==> config.mk <==
export PLATFORM = sky130hd
export DESIGN_NAME = mco_top
export DESIGN_NICKNAME = d
export VERILOG_FILES = /design/src/hdl/mco_pkg.sv /design/src/hdl/mco_pulse_timer.sv /design/src/hdl/mco_nand_tree.sv /design/src/hdl/mco_top.sv
export SDC_FILE = /design/constraint.sdc
export NUM_CORES = 1
export LEC_CHECK = 0
export ABC_AREA = 1
export ABC_CLOCK_PERIOD_IN_PS = 3130
export BUFFER_PORTS_ARGS = -buffer_cell sky130_fd_sc_hd__buf_2
export CORE_ASPECT_RATIO = 1.5
export CORE_MARGIN = 4
export CORE_UTILIZATION = 32
export CTS_CLUSTER_SIZE = 30
export DETAILED_ROUTE_END_ITERATION = 8
export GPL_ROUTABILITY_DRIVEN = 0
export SYNTH_ARGS = -nofsm -noshare
export SYNTH_HDL_FRONTEND = slang
export SYNTH_SLANG_ARGS = --single-unit
==> constraint.sdc <==
create_clock -name clk_i -period 3.13 [get_ports clk_i]
set_input_delay 0.4695 -clock clk_i [delete_from_list [all_inputs] [get_ports clk_i]]
set_output_delay 0.4695 -clock clk_i [all_outputs]
set_load 0.03 [all_outputs]
==> src/hdl/mco_pkg.sv <==
package mco_pkg;

  // ------------------------------------------------------------------
  // Register offsets (pointer values)
  // ------------------------------------------------------------------
  localparam logic [7:0] MCO_OFS_CONFIG   = 8'h00;
  localparam logic [7:0] MCO_OFS_STAT_ONE = 8'h01;
  localparam logic [7:0] MCO_OFS_STAT_TWO = 8'h02;
  localparam logic [7:0] MCO_OFS_MASK_ONE = 8'h03;
  localparam logic [7:0] MCO_OFS_MASK_TWO = 8'h04;
  localparam logic [7:0] MCO_OFS_PIN_SEL  = 8'h05;
  localparam logic [7:0] MCO_OFS_OT_CFG   = 8'h06;
  localparam logic [7:0] MCO_OFS_CONV     = 8'h07;
  localparam logic [7:0] MCO_OFS_CH_DIS   = 8'h08;
  localparam logic [7:0] MCO_OFS_RAM_LO   = 8'h20;
  localparam logic [7:0] MCO_OFS_RAM_HI   = 8'h3F;
  localparam logic [7:0] MCO_OFS_RAM_3E   = 8'h3E;
  localparam logic [7:0] MCO_OFS_RAM_3F   = 8'h3F;
  localparam int         MCO_RAM_DEPTH    = 32;

  // ------------------------------------------------------------------
  // Power-on values
  // ------------------------------------------------------------------
  localparam logic [7:0] MCO_RST_CONFIG  = 8'h08;
  localparam logic [7:0] MCO_RST_STAT    = 8'h00;
  localparam logic [7:0] MCO_RST_MASK    = 8'h00;
  localparam logic [7:0] MCO_RST_PIN_SEL = 8'h14;
  localparam logic [7:0] MCO_RST_OT_CFG  = 8'h01;
  localparam logic [7:0] MCO_RST_CONV    = 8'h00;
  localparam logic [7:0] MCO_RST_CH_DIS  = 8'h00;
  localparam logic [7:0] MCO_RST_PTR     = 8'h00;
  localparam logic [7:0] MCO_RST_RAM     = 8'h00;
  localparam logic [7:0] MCO_RST_RAM_3E  = 8'h01;
  localparam logic [7:0] MCO_RST_RAM_3F  = 8'h08;

  // ------------------------------------------------------------------
  // Configuration and pin-select field positions
  // ------------------------------------------------------------------
  localparam int MCO_CFG_START   = 0;
  localparam int MCO_CFG_INT_EN  = 1;
  localparam int MCO_CFG_INT_POL = 2;
  localparam int MCO_CFG_HOLD    = 3;
  localparam int MCO_CFG_RESET   = 4;
  localparam int MCO_CFG_CHASSIS = 5;
  localparam int MCO_CFG_AUX     = 6;
  localparam int MCO_CFG_RESTORE = 7;
  localparam int MCO_SEL_OT_EN   = 6;
  localparam int MCO_SEL_RST_EN  = 7;

  // ------------------------------------------------------------------
  // Timing
  // ------------------------------------------------------------------
  localparam longint MCO_CLK_HZ       = 20000000;
  localparam longint MCO_PULSE_MIN_MS = 10;
  // Least time: round up to whole cycles
  localparam longint MCO_PULSE_CYCLES =
    (MCO_PULSE_MIN_MS * MCO_CLK_HZ + 999) / 1000;
  localparam int     MCO_TREE_WIDTH   = 16;

  // ------------------------------------------------------------------
  // Register port request carrier
  // ------------------------------------------------------------------
  typedef struct packed {
    logic       ptr_wr;
    logic       wr;
    logic       rd;
    logic [7:0] data;
  } mco_req_s;

  // Control fields handed to the measurement sequencer
  typedef struct packed {
    logic [7:0] pin_sel;
    logic [7:0] ot_cfg;
    logic [7:0] conv_rate;
    logic [7:0] chan_dis;
  } mco_ctrl_s;

endpackage : mco_pkg

==> src/hdl/mco_pulse_timer.sv <==
`timescale 1ns/1ps
module mco_pulse_timer
  import mco_pkg::*;
#(
  parameter int CYCLES = 200000
)(
  input  wire logic clk_i,
  input  wire logic reset_i,
  input  wire logic start_i,
  input  wire logic abort_i,
  output logic      busy_o
);

  localparam int CW = $clog2(CYCLES + 1);

  logic [CW-1:0] cnt_r;
  logic [CW-1:0] cnt_nxt;
  logic          busy_r;
  logic          busy_nxt;

  // ------------------------------------------------------------------
  // Count down; a restart while busy stretches the pulse
  // ------------------------------------------------------------------
  always_comb
  begin
    cnt_nxt  = cnt_r;
    busy_nxt = busy_r;
    if (abort_i)
    begin
      cnt_nxt  = '0;
      busy_nxt = 1'b0;
    end
    else if (start_i)
    begin
      cnt_nxt  = CW'(CYCLES);
      busy_nxt = 1'b1;
    end
    else if (busy_r)
    begin
      cnt_nxt  = cnt_r - CW'(1);
      busy_nxt = (cnt_r != CW'(1));
    end
  end

  always_ff @(posedge clk_i)
  begin
    if (reset_i)
    begin
      cnt_r  <= '0;
      busy_r <= 1'b0;
    end
    else
    begin
      cnt_r  <= cnt_nxt;
      busy_r <= busy_nxt;
    end
  end

  assign busy_o = busy_r;

endmodule : mco_pulse_timer

==> src/hdl/mco_nand_tree.sv <==
`timescale 1ns/1ps
module mco_nand_tree
  import mco_pkg::*;
#(
  parameter int WIDTH = 16
)(
  input  wire logic             clk_i,
  input  wire logic             reset_i,
  input  wire logic [WIDTH-1:0] pins_i,
  output logic                  result_o
);

  logic [WIDTH:0] chain;
  logic           result_r;

  // ------------------------------------------------------------------
  // Chain of inverting stages: any single pin toggle flips the end
  // ------------------------------------------------------------------
  assign chain[0] = 1'b0;
  for (genvar i = 0; i < WIDTH; i++)
  begin : g_stage
    assign chain[i+1] = chain[i] ^ ~pins_i[i];
  end

  // Registered so the pin comes straight from a flip-flop
  always_ff @(posedge clk_i)
  begin
    if (reset_i)
      result_r <= 1'b0;
    else
      result_r <= chain[WIDTH];
  end

  assign result_o = result_r;

endmodule : mco_nand_tree

==> src/hdl/mco_top.sv <==
// Overview of operation
// - Status read returns contents, then clears register
// - Cleared status drops interrupt until next event
// - Hold-clear masks interrupt, freezes status, halts loop
// - Config bit 6 drives aux power pin low
// - Shared pin is reset output when 05h=10
// - Config bit 4 gives timed low reset pulse
// - Test-select low enables tree result on strap
// - Tree output toggles with any included pin
// - Eight-bit pointer selects access, resets to zero
// - Pointer 00h-08h registers, 20h-3Fh RAM
// - Power-on register and RAM values as listed
// - Start bit runs loop; clearing keeps interrupts
// - Interrupt pin asserts only with enable bit
// - Bit 2 picks open-source high or open-drain low
// - Config bit 5 pulls intrusion low timed
// - Bit 7 restores defaults, self clears
// - Mask bit blocks interrupt, status still records
// - Shared pin is overtemp output when 05h=01
`timescale 1ns/1ps
module mco_top
  import mco_pkg::*;
#(
  parameter longint PULSE_CYCLES = MCO_PULSE_CYCLES,
  parameter int     TREE_WIDTH   = MCO_TREE_WIDTH
)(
  input  wire logic                  clk_i,
  input  wire logic                  reset_i,
  input  wire mco_req_s              req_i,
  input  wire logic [15:0]           status_set_i,
  input  wire logic                  overtemp_i,
  input  wire logic                  tree_test_select_i,
  input  wire logic [TREE_WIDTH-1:0] tree_pins_i,
  output logic [7:0]                 rdata_o,
  output logic                       rvalid_o,
  output logic                       monitor_run_o,
  output mco_ctrl_s                  ctrl_o,
  output logic                       int_o,
  output logic                       int_oe_o,
  output logic                       aux_power_drive_o,
  output logic                       aux_power_drive_oe_o,
  output logic                       rst_os_o,
  output logic                       rst_os_oe_o,
  output logic                       intrusion_in_o,
  output logic                       intrusion_in_oe_o,
  output logic                       addr_strap_zero_o,
  output logic                       addr_strap_zero_oe_o
);

  // ------------------------------------------------------------------
  // Register state
  // ------------------------------------------------------------------
  logic [7:0] ptr_r,      ptr_nxt;
  logic [7:0] cfg_r,      cfg_nxt;
  logic [7:0] stat1_r,    stat1_nxt;
  logic [7:0] stat2_r,    stat2_nxt;
  logic [7:0] mask1_r,    mask1_nxt;
  logic [7:0] mask2_r,    mask2_nxt;
  logic [7:0] sel_r,      sel_nxt;
  logic [7:0] otc_r,      otc_nxt;
  logic [7:0] conv_r,     conv_nxt;
  logic [7:0] chdis_r,    chdis_nxt;
  logic [7:0] rdata_r,    rdata_nxt;
  logic       rvalid_r,   rvalid_nxt;
  logic [7:0] ram_r   [MCO_RAM_DEPTH];
  logic [7:0] ram_nxt [MCO_RAM_DEPTH];

  logic       cfg_wr;
  logic       restore;
  logic       rst_start;
  logic       chs_start;
  logic       rst_busy;
  logic       chs_busy;
  logic       in_ram;
  logic [4:0] ram_idx;
  logic [7:0] cfg_view;

  // ------------------------------------------------------------------
  // Decode
  // ------------------------------------------------------------------
  assign in_ram    = (ptr_r >= MCO_OFS_RAM_LO) &&
                     (ptr_r <= MCO_OFS_RAM_HI);
  assign ram_idx   = ptr_r[4:0];
  assign cfg_wr    = req_i.wr && !req_i.ptr_wr && (ptr_r == MCO_OFS_CONFIG);
  assign restore   = cfg_wr && req_i.data[MCO_CFG_RESTORE];
  assign rst_start = cfg_wr && !restore &&
                     req_i.data[MCO_CFG_RESET];
  assign chs_start = cfg_wr && !restore &&
                     req_i.data[MCO_CFG_CHASSIS];

  // Self-clearing bits read back the live pulse state; bit 7 reads 0
  always_comb
  begin
    cfg_view                  = cfg_r;
    cfg_view[MCO_CFG_RESET]   = rst_busy;
    cfg_view[MCO_CFG_CHASSIS] = chs_busy;
    cfg_view[MCO_CFG_RESTORE] = 1'b0;
  end

  // ------------------------------------------------------------------
  // Pulse timers for board reset and intrusion clear
  // ------------------------------------------------------------------
  mco_pulse_timer #(
    .CYCLES (int'(PULSE_CYCLES))
  ) u_rst_pulse (
    .clk_i   (clk_i),
    .reset_i (reset_i),
    .start_i (rst_start),
    .abort_i (restore),
    .busy_o  (rst_busy)
  );

  mco_pulse_timer #(
    .CYCLES (int'(PULSE_CYCLES))
  ) u_chs_pulse (
    .clk_i   (clk_i),
    .reset_i (reset_i),
    .start_i (chs_start),
    .abort_i (restore),
    .busy_o  (chs_busy)
  );

  // ------------------------------------------------------------------
  // Board connectivity tree
  // ------------------------------------------------------------------
  logic tree_result;

  mco_nand_tree #(
    .WIDTH (TREE_WIDTH)
  ) u_tree (
    .clk_i    (clk_i),
    .reset_i  (reset_i),
    .pins_i   (tree_pins_i),
    .result_o (tree_result)
  );

  // ------------------------------------------------------------------
  // Control registers, pointer and read data
  // ------------------------------------------------------------------
  always_comb
  begin
    ptr_nxt    = ptr_r;
    cfg_nxt    = cfg_r;
    mask1_nxt  = mask1_r;
    mask2_nxt  = mask2_r;
    sel_nxt    = sel_r;
    otc_nxt    = otc_r;
    conv_nxt   = conv_r;
    chdis_nxt  = chdis_r;
    rdata_nxt  = rdata_r;
    rvalid_nxt = 1'b0;
    if (req_i.ptr_wr)
      ptr_nxt = req_i.data;
    else if (req_i.wr)
    begin
      case (ptr_r)
        MCO_OFS_CONFIG:
        begin
          if (restore)
            cfg_nxt = MCO_RST_CONFIG;
          else
            cfg_nxt = req_i.data & 8'h4F;   // Pulse bits live in timers
        end
        MCO_OFS_MASK_ONE: mask1_nxt = req_i.data;
        MCO_OFS_MASK_TWO: mask2_nxt = req_i.data;
        MCO_OFS_PIN_SEL:  sel_nxt   = req_i.data;
        MCO_OFS_OT_CFG:   otc_nxt   = req_i.data;
        MCO_OFS_CONV:     conv_nxt  = req_i.data;
        MCO_OFS_CH_DIS:   chdis_nxt = req_i.data;
        default:          ;         // Status is read-only; RAM below
      endcase
    end
    else if (req_i.rd)
    begin
      rvalid_nxt = 1'b1;
      case (ptr_r)
        MCO_OFS_CONFIG:   rdata_nxt = cfg_view;
        MCO_OFS_STAT_ONE: rdata_nxt = stat1_r;
        MCO_OFS_STAT_TWO: rdata_nxt = stat2_r;
        MCO_OFS_MASK_ONE: rdata_nxt = mask1_r;
        MCO_OFS_MASK_TWO: rdata_nxt = mask2_r;
        MCO_OFS_PIN_SEL:  rdata_nxt = sel_r;
        MCO_OFS_OT_CFG:   rdata_nxt = otc_r;
        MCO_OFS_CONV:     rdata_nxt = conv_r;
        MCO_OFS_CH_DIS:   rdata_nxt = chdis_r;
        default:          rdata_nxt = in_ram ? ram_r[ram_idx] : 8'h00;
      endcase
    end
    // Restore returns the whole control set, not only configuration
    if (restore)
    begin
      mask1_nxt = MCO_RST_MASK;
      mask2_nxt = MCO_RST_MASK;
      sel_nxt   = MCO_RST_PIN_SEL;
      otc_nxt   = MCO_RST_OT_CFG;
      conv_nxt  = MCO_RST_CONV;
      chdis_nxt = MCO_RST_CH_DIS;
    end
  end

  always_ff @(posedge clk_i)
  begin
    if (reset_i)
    begin
      ptr_r    <= MCO_RST_PTR;
      cfg_r    <= MCO_RST_CONFIG;
      mask1_r  <= MCO_RST_MASK;
      mask2_r  <= MCO_RST_MASK;
      sel_r    <= MCO_RST_PIN_SEL;
      otc_r    <= MCO_RST_OT_CFG;
      conv_r   <= MCO_RST_CONV;
      chdis_r  <= MCO_RST_CH_DIS;
      rdata_r  <= 8'h00;
      rvalid_r <= 1'b0;
    end
    else
    begin
      ptr_r    <= ptr_nxt;
      cfg_r    <= cfg_nxt;
      mask1_r  <= mask1_nxt;
      mask2_r  <= mask2_nxt;
      sel_r    <= sel_nxt;
      otc_r    <= otc_nxt;
      conv_r   <= conv_nxt;
      chdis_r  <= chdis_nxt;
      rdata_r  <= rdata_nxt;
      rvalid_r <= rvalid_nxt;
    end
  end

  // ------------------------------------------------------------------
  // Interrupt status: set wins over read-clear
  // ------------------------------------------------------------------
  logic        run_nxt;
  logic        run_r;
  logic [15:0] sets;
  logic        clr1;
  logic        clr2;

  // Loop halts while held or shut down; held status stays frozen
  assign run_nxt = cfg_nxt[MCO_CFG_START] &&
                   !cfg_nxt[MCO_CFG_HOLD];
  assign sets    = (cfg_r[MCO_CFG_HOLD] || !cfg_r[MCO_CFG_START]) ?
                   16'h0000 : status_set_i;
  assign clr1    = req_i.rd && !req_i.ptr_wr && !req_i.wr &&
                   (ptr_r == MCO_OFS_STAT_ONE);
  assign clr2    = req_i.rd && !req_i.ptr_wr && !req_i.wr &&
                   (ptr_r == MCO_OFS_STAT_TWO);

  always_comb
  begin
    stat1_nxt = (clr1 ? 8'h00 : stat1_r) | sets[7:0];
    stat2_nxt = (clr2 ? 8'h00 : stat2_r) | {2'b00, sets[13:8]};
    if (restore)
    begin
      stat1_nxt = MCO_RST_STAT;
      stat2_nxt = MCO_RST_STAT;
    end
  end

  always_ff @(posedge clk_i)
  begin
    if (reset_i)
    begin
      stat1_r <= MCO_RST_STAT;
      stat2_r <= MCO_RST_STAT;
      run_r   <= 1'b0;
    end
    else
    begin
      stat1_r <= stat1_nxt;
      stat2_r <= stat2_nxt;
      run_r   <= run_nxt;
    end
  end

  // ------------------------------------------------------------------
  // Limit RAM, one flip-flop word per entry
  // ------------------------------------------------------------------
  always_comb
  begin
    for (int i = 0; i < MCO_RAM_DEPTH; i++)
      ram_nxt[i] = ram_r[i];
    if (req_i.wr && !req_i.ptr_wr && in_ram)
      ram_nxt[ram_idx] = req_i.data;
  end

  for (genvar g = 0; g < MCO_RAM_DEPTH; g++)
  begin : g_ram
    localparam logic [7:0] ADDR = MCO_OFS_RAM_LO + 8'(g);
    localparam logic [7:0] INIT =
      (ADDR == MCO_OFS_RAM_3E) ? MCO_RST_RAM_3E :
      (ADDR == MCO_OFS_RAM_3F) ? MCO_RST_RAM_3F : MCO_RST_RAM;
    always_ff @(posedge clk_i)
    begin
      if (reset_i)
        ram_r[g] <= INIT;
      else
        ram_r[g] <= ram_nxt[g];
    end
  end

  // ------------------------------------------------------------------
  // Pin drivers, all registered
  // ------------------------------------------------------------------
  logic int_act_nxt;
  logic rst_mode;
  logic ot_mode;
  logic tree_mode;
  logic int_o_r,  int_oe_r;
  logic aux_oe_r;
  logic ros_oe_r;
  logic intr_oe_r;
  logic strap_o_r, strap_oe_r;

  // Masked bits still record in status but cannot reach the pin
  assign int_act_nxt = cfg_nxt[MCO_CFG_INT_EN] &&
                       !cfg_nxt[MCO_CFG_HOLD] &&
                       (|(stat1_nxt & ~mask1_nxt) ||
                        |(stat2_nxt & ~mask2_nxt));
  assign rst_mode  = sel_r[MCO_SEL_RST_EN] && !sel_r[MCO_SEL_OT_EN];
  assign ot_mode   = sel_r[MCO_SEL_OT_EN] && !sel_r[MCO_SEL_RST_EN];
  assign tree_mode = !tree_test_select_i;

  always_ff @(posedge clk_i)
  begin
    if (reset_i)
    begin
      int_o_r    <= 1'b0;
      int_oe_r   <= 1'b0;
      aux_oe_r   <= 1'b0;
      ros_oe_r   <= 1'b0;
      intr_oe_r  <= 1'b0;
      strap_o_r  <= 1'b0;
      strap_oe_r <= 1'b0;
    end
    else
    begin
      // High style drives a one, low style sinks to zero
      int_o_r    <= cfg_nxt[MCO_CFG_INT_POL];
      int_oe_r   <= int_act_nxt;
      aux_oe_r   <= cfg_nxt[MCO_CFG_AUX];
      ros_oe_r   <= (rst_mode && rst_busy) ||
                    (ot_mode && overtemp_i);
      intr_oe_r  <= chs_busy;
      strap_o_r  <= tree_result;
      strap_oe_r <= tree_mode;
    end
  end

  // ------------------------------------------------------------------
  // Outputs
  // ------------------------------------------------------------------
  assign rdata_o              = rdata_r;
  assign rvalid_o             = rvalid_r;
  assign monitor_run_o        = run_r;
  assign ctrl_o               = '{pin_sel:   sel_r,
                                  ot_cfg:    otc_r,
                                  conv_rate: conv_r,
                                  chan_dis:  chdis_r};
  assign int_o                = int_o_r;
  assign int_oe_o             = int_oe_r;
  assign aux_power_drive_o    = 1'b0;       // Open drain: only sinks
  assign aux_power_drive_oe_o = aux_oe_r;
  assign rst_os_o             = 1'b0;
  assign rst_os_oe_o          = ros_oe_r;
  assign intrusion_in_o       = 1'b0;
  assign intrusion_in_oe_o    = intr_oe_r;
  assign addr_strap_zero_o    = strap_o_r;
  assign addr_strap_zero_oe_o = strap_oe_r;

endmodule : mco_top

After elaboration in Yosys (flattened, before gate mapping). Memory sizes are Yosys's and may differ from the RTL's. A register that Yosys moved wholly into a read port is not among the register bits. Index checks and enable logic that the tools add are counted.

Register bits after elaboration: 135. Bits in writable memories: 256. Bits of input ports: 47. Logic and storage cells: 232. Memories kept: 1.

Memories: ram_r (words 32, bits a word 8, rd ports 33, clocked after memory_dff 1, write ports 32, RTL line mco_top.sv:65) `logic [7:0] ram_r [MCO_RAM_DEPTH];`.

$add $sub $neg: 2. Order comparisons: 4. Eq/ne operators: 10. Mux-type cells: 69. Bitwise gates (word level): 72. Reduce and logical (&&, ||, !) cells: 46.

Operator list (number): $mux 8 (46); $bwmux 256 (1); $mux 256 (1); $mux 18 (4); $pmux 8 s9 (1); $demux 8 s5 (1); $ne 18x1->1 const B (2); $sub 18x1->18 const B (2); $eq 8x3->1 const B (4); $or 1x1->1 (32); $mux 7 (4); $logic_and 1x1->1 (20); $not 1->1 (18); $reduce_and 3->1 (6); $and 8x8->8 (2); $eq 8x2->1 const B (2); $not 8->8 (2); $reduce_or 8->1 (2); $xor 1x1->1 (15); $mux 14 (1); $mux 5 (2); $reduce_or 3->1 (3); $eq 8x1->1 const B (1); $eq 8x4->1 const B (1); 13 further kinds (30).

Depth between registers and ports, before layout.
Word-level depth: 16. Gate-level depth with buffers: 14. Gate-level depth less buffers: 13.

By module. A second synthesis with hierarchy kept.

Cell total of the unflattened synthesis: 2515. Area, all modules: 18275.0 sq um.

Modules (own cells, without submodules): mco_top (instances 1, cells each 2129, area each 15786.4 sq um, sequential area each 7066.8 sq um); mco_pulse_timer (instances 2, cells each 160, area each 1082.3 sq um, sequential area each 380.4 sq um); mco_nand_tree (instances 1, cells each 66, area each 324.1 sq um, sequential area each 20.0 sq um).

Worst setup path after synthesis. Ideal clock, no wire load.

Kind: input to register. From: input port req_i[9] (netlist name). To: memory ram_r[13][5]. Setup time: 0.119 ns. Arrival time: 1.719 ns. Required time: 3.011 ns. Setup slack: 1.291 ns. Stages on the path: 10. Cell sequence: inv_1 -> nor2_2 -> nand2_2 -> nor4_1 -> inv_2 -> nor2_1 -> inv_1 -> buf_2 -> o21ai_0 -> a21oi_1.

RTL lines: start: declaration (RTL line mco_top.sv:29) `input wire mco_req_s req_i,`; end: declaration (RTL line mco_top.sv:65).

Worst setup path in the final report.
From: register ptr_r[0]. To: register u_chs_pulse.cnt_r[13].

Cells in the longest elaborated chain, start to end: 7.

Ends and longest elaborated chain: start: declaration (RTL line mco_top.sv:53) `logic [7:0] ptr_r, ptr_nxt;`; start signal: assignment (RTL line mco_top.sv:218) `ptr_r <= ptr_nxt;`; $logic_not 8->1 (*) (RTL line mco_top.sv:84) `assign cfg_wr = req_i.wr && !req_i.ptr_wr && (ptr_r == MCO_OFS_CONFIG);`; $logic_and 1x1->1 (*) (RTL line mco_top.sv:84); $logic_and 1x1->1 (RTL line mco_top.sv:85) `assign restore = cfg_wr && req_i.data[MCO_CFG_RESTORE];`; $logic_not 1->1 (RTL line mco_top.sv:88) `assign chs_start = cfg_wr && !restore &&`; $logic_and 1x1->1 (2 in series) (RTL line mco_top.sv:88); $reduce_or 3->1 (no line) (*); end signal: assignment (RTL line mco_pulse_timer.sv:54) `cnt_r <= cnt_nxt;`; end: declaration (RTL line mco_pulse_timer.sv:16) `logic [CW-1:0] cnt_r;`.

Mark *: on every way between the ends. The rest lies on a longest branch, timed or not. A chain may end at the register's enable or synchronous reset.

==> impl_metrics.tcl <==
set metrics [dict create \
    portBuffers 93 \
    yosys.area_share.xor_xnor 0.0134 \
    clk-insertion-delay-late_ns 0.55 \
    synth_cell_types 44 \
    worstSetupPathType "reg2reg" \
    first_pass_iters 5 \
    setup_slack_ns 0.690 \
    ctsResizeCount 0 \
    yosys_most_used_dff "dfxtp_1" \
    numCtsBuffers 37 \
    avgSynthCellArea_um2 7.26 \
    hold_end "addr_strap_zero_oe_o$_SDFF_PP0_" \
    synth.most_common_cell "dfxtp_1" \
    dp_hpwl_um 37600 \
    rrSetupSlack_ns 0.69 \
    vias_per_cell 5.18 \
    initial_core_util 0.323 \
    num_antenna_cells 0 \
    relSlewSlack 0.332 \
    async_reset_ff_frac 0 \
    synth_mux_area_frac 0 \
    grt_pass1_wl_um 86000 \
    post_cts_buffers 0 \
    regMostFlops "ram_r" \
    synth-compound-area-share 0.242 \
    synth_top_area_share 0.446 \
    slowest_stage "dfxtp_1" \
    wirelength_um 55200 \
    syn_inst 2423 \
    synth_edf_count 0 \
    cpPeakStageDelay_ns 0.41 \
    largest_reg_flops 256 \
    synth_top_family_by_area "compound AO/OA/AOI/OAI gates" \
    fin_crit_sh 0.780 \
    r2r-end "u_chs_pulse.cnt_r[13]$_SDFFE_PP0P_" \
    reg2regPathDepth 9 \
    fin_skew_ns 0.0272 \
    reg2reg_from "ptr_r[0]$_SDFFE_PP0P_" \
    cp.required_ns 3.56 \
    grt_remaining_overflow 0 \
    drive_gt1_frac 0.108 \
    rsz0062_at_grt "no" \
    cp-start-kind "flop" \
    via_count 16364 \
    antenna_found_initial 0 \
    ctsHtreeMaxLevel 2 \
    drv_cap 0 \
    synth_area_mm2 0.0176 \
    cts_tree "done" \
    ant_nets 0 \
    synth_warnings 0 \
    peakVddDrop_mv 0.549 \
    drt_iter0_markers 963 \
    clk_pin_slew_worst_paths_ns 0.07 \
    core_area_mm2 0.0545 \
    crit_path_end_kind "flop" \
    fin_tns_setup_ns 0 \
    fill_cells 5621 \
    final_hold_viol_count 0 \
    stdcell_count 3161 \
    final_util 0.365 \
    synth_top_cell_by_area "dfxtp_1" \
    path_cells "nor2_2 -> nand2_1 -> nor2_4 -> nand3_1 -> nor2_1 -> inv_2 -> nand2_1 -> o21bai_1 -> a21oi_1" \
    cts_root_buffer "clkbuf_16" \
    track_usage 0.182 \
    max_freq_ghz 0.410 \
    die_w_um 199 \
    ys_seq_elements 392 \
    grt_pass1_vias 15486 \
    finalSetupViolations 0 \
    min_period_ns 2.44 \
    grt_max_degree 210 \
    largest_registers "ram_r: 256 flops, u_chs_pulse.cnt_r: 18 flops, u_rst_pulse.cnt_r: 18 flops" \
    ys_seq_area_frac 0.446 \
    yosys.area_share.simple 0.203 \
    min-delay-start "tree_test_select_i" \
    leakage_nw 7.40 \
    clock_path_buffers 3 \
    drc_errors 0 \
    pin_count 99 \
    crit_top_cell "nand2_1" \
    power_density_mw_per_mm2 533 \
    slew_viol_final 0 \
    cts_hold_buf 0 \
    ys_top_cells_by_count "dfxtp_1, nand2_1, a21oi_1, o21ai_0, inv_1" \
    tightest_slew_ns 1.00 \
    cp.arrival_ns 2.87 \
    std_cell_rows 105 \
    area_delta_synth_final_pct 13.0 \
    pre_cts_ws_ns 0.457 \
    synth_adder_area_share 0.00284 \
    clkSinkCount 392 \
    outcome "finished, final reports clean" \
    synth.area.top_cells "dfxtp_1, a21oi_1, o21ai_0" \
    routedWlPerCell_um 17.5 \
    fp.dieArea_mm2 0.0589 \
    crit_fanout 12 \
    hold-path-cell-count 2 \
    die_h_um 295 \
    holdCritPathClass "in2reg" \
    post-place-cells 3096 \
    nets 2491 \
]
==> stage by stage <==
| step | total power [W] | area, um^2 | hold WS (ns) |
|---|---|---|---|
| CTS | 0.0107 | 19900 | 0.0609 |
| global route | 0.0110 | 19900 | 0.0767 |
| floorplan | 0.00577 | 17600 | 0.388 |
| finish | 0.0106 | 19900 | 0.0798 |
| detailed placement | 0.00610 | 18700 | 0.399 |
| global placement | 0.00609 | 18700 | 0.396 |
==> metal layers <==
layer,vias to the layer above,GRT usage,wire length [um]
met4,0,0.110,3700
met3,156,0.0190,2250
met1,7584,0.207,21400
met5,-,0,0
met2,471,0.324,27800
li1,8153,-,-
==> power by group <==
| group | total [W] | internal, W | switching, W |
|---|---|---|---|
| Clock | 0.00461 | 0.00265 | 0.00196 |
| Combinational | 0.000911 | 0.000253 | 0.000658 |
| Sequential | 0.00508 | 0.00503 | 0.0000525 |
| Total | 0.0106 | 0.00793 | 0.00267 |
==> cell families after synthesis <==
logic type | Yosys count
adders and majority gates | 4
DFF | 392
other | 1
AOI/OAI and AO/OA | 792
and+or+nand+nor | 795
xor gates and xnor gates | 27
buffers and inverters | 412
==> cells in the final DEF (no fill, tap or decap), types with 40 or more instances in the layout <==
master,n
dfxtp_1,390
nand2_1,352
a21oi_1,351
o21ai_0,320
inv_1,228
nand3_1,184
nor2_1,169
buf_2,93
a211oi_1,56
o211ai_1,50
buf_4,40
==> worst max-delay path by stage <==
stage	from	end	slack (ns)	cells past startpoint
6_report	ptr_r[0]$_SDFFE_PP0P_	u_chs_pulse.cnt_r[13]$_SDFFE_PP0P_	0.69	9
5_1_grt	ptr_r[0]$_SDFFE_PP0P_	int_oe_o$_SDFF_PP0_	0.50	13
4_1_cts	ptr_r[0]$_SDFFE_PP0P_	u_chs_pulse.cnt_r[13]$_SDFFE_PP0P_	0.68	9
3_5_place_dp	req_i[10]	u_chs_pulse.cnt_r[13]$_SDFFE_PP0P_	0.46	9
3_3_place_gp	req_i[10]	u_chs_pulse.cnt_r[13]$_SDFFE_PP0P_	0.53	9
2_1_floorplan	req_i[9]	ram_r[13][5]$_SDFFE_PP0P_	1.29	10
==> critical path: cells and delay by family, from the launching register on <==
family                 cells  cell delay [ns]
DFF                        1             0.41
buffers and inverters      1             0.11
AOI/OAI and AO/OA          2             0.22
and+or+nand+nor            6             1.58
==> area by class of cell <==
cell class	count	area (um^2)	area share
Sequential cell	392	7860	0.395
Clock buffer	57	1120	0.0565
Tap cell	695	870	0.0437
Clock inverter	8	100	0.00503
Multi-Input combinational cell	1621	8130	0.409
Timing Repair Buffer	138	866	0.0435
Inverter	250	946	0.0476
(Power assumes the default switching activity.)
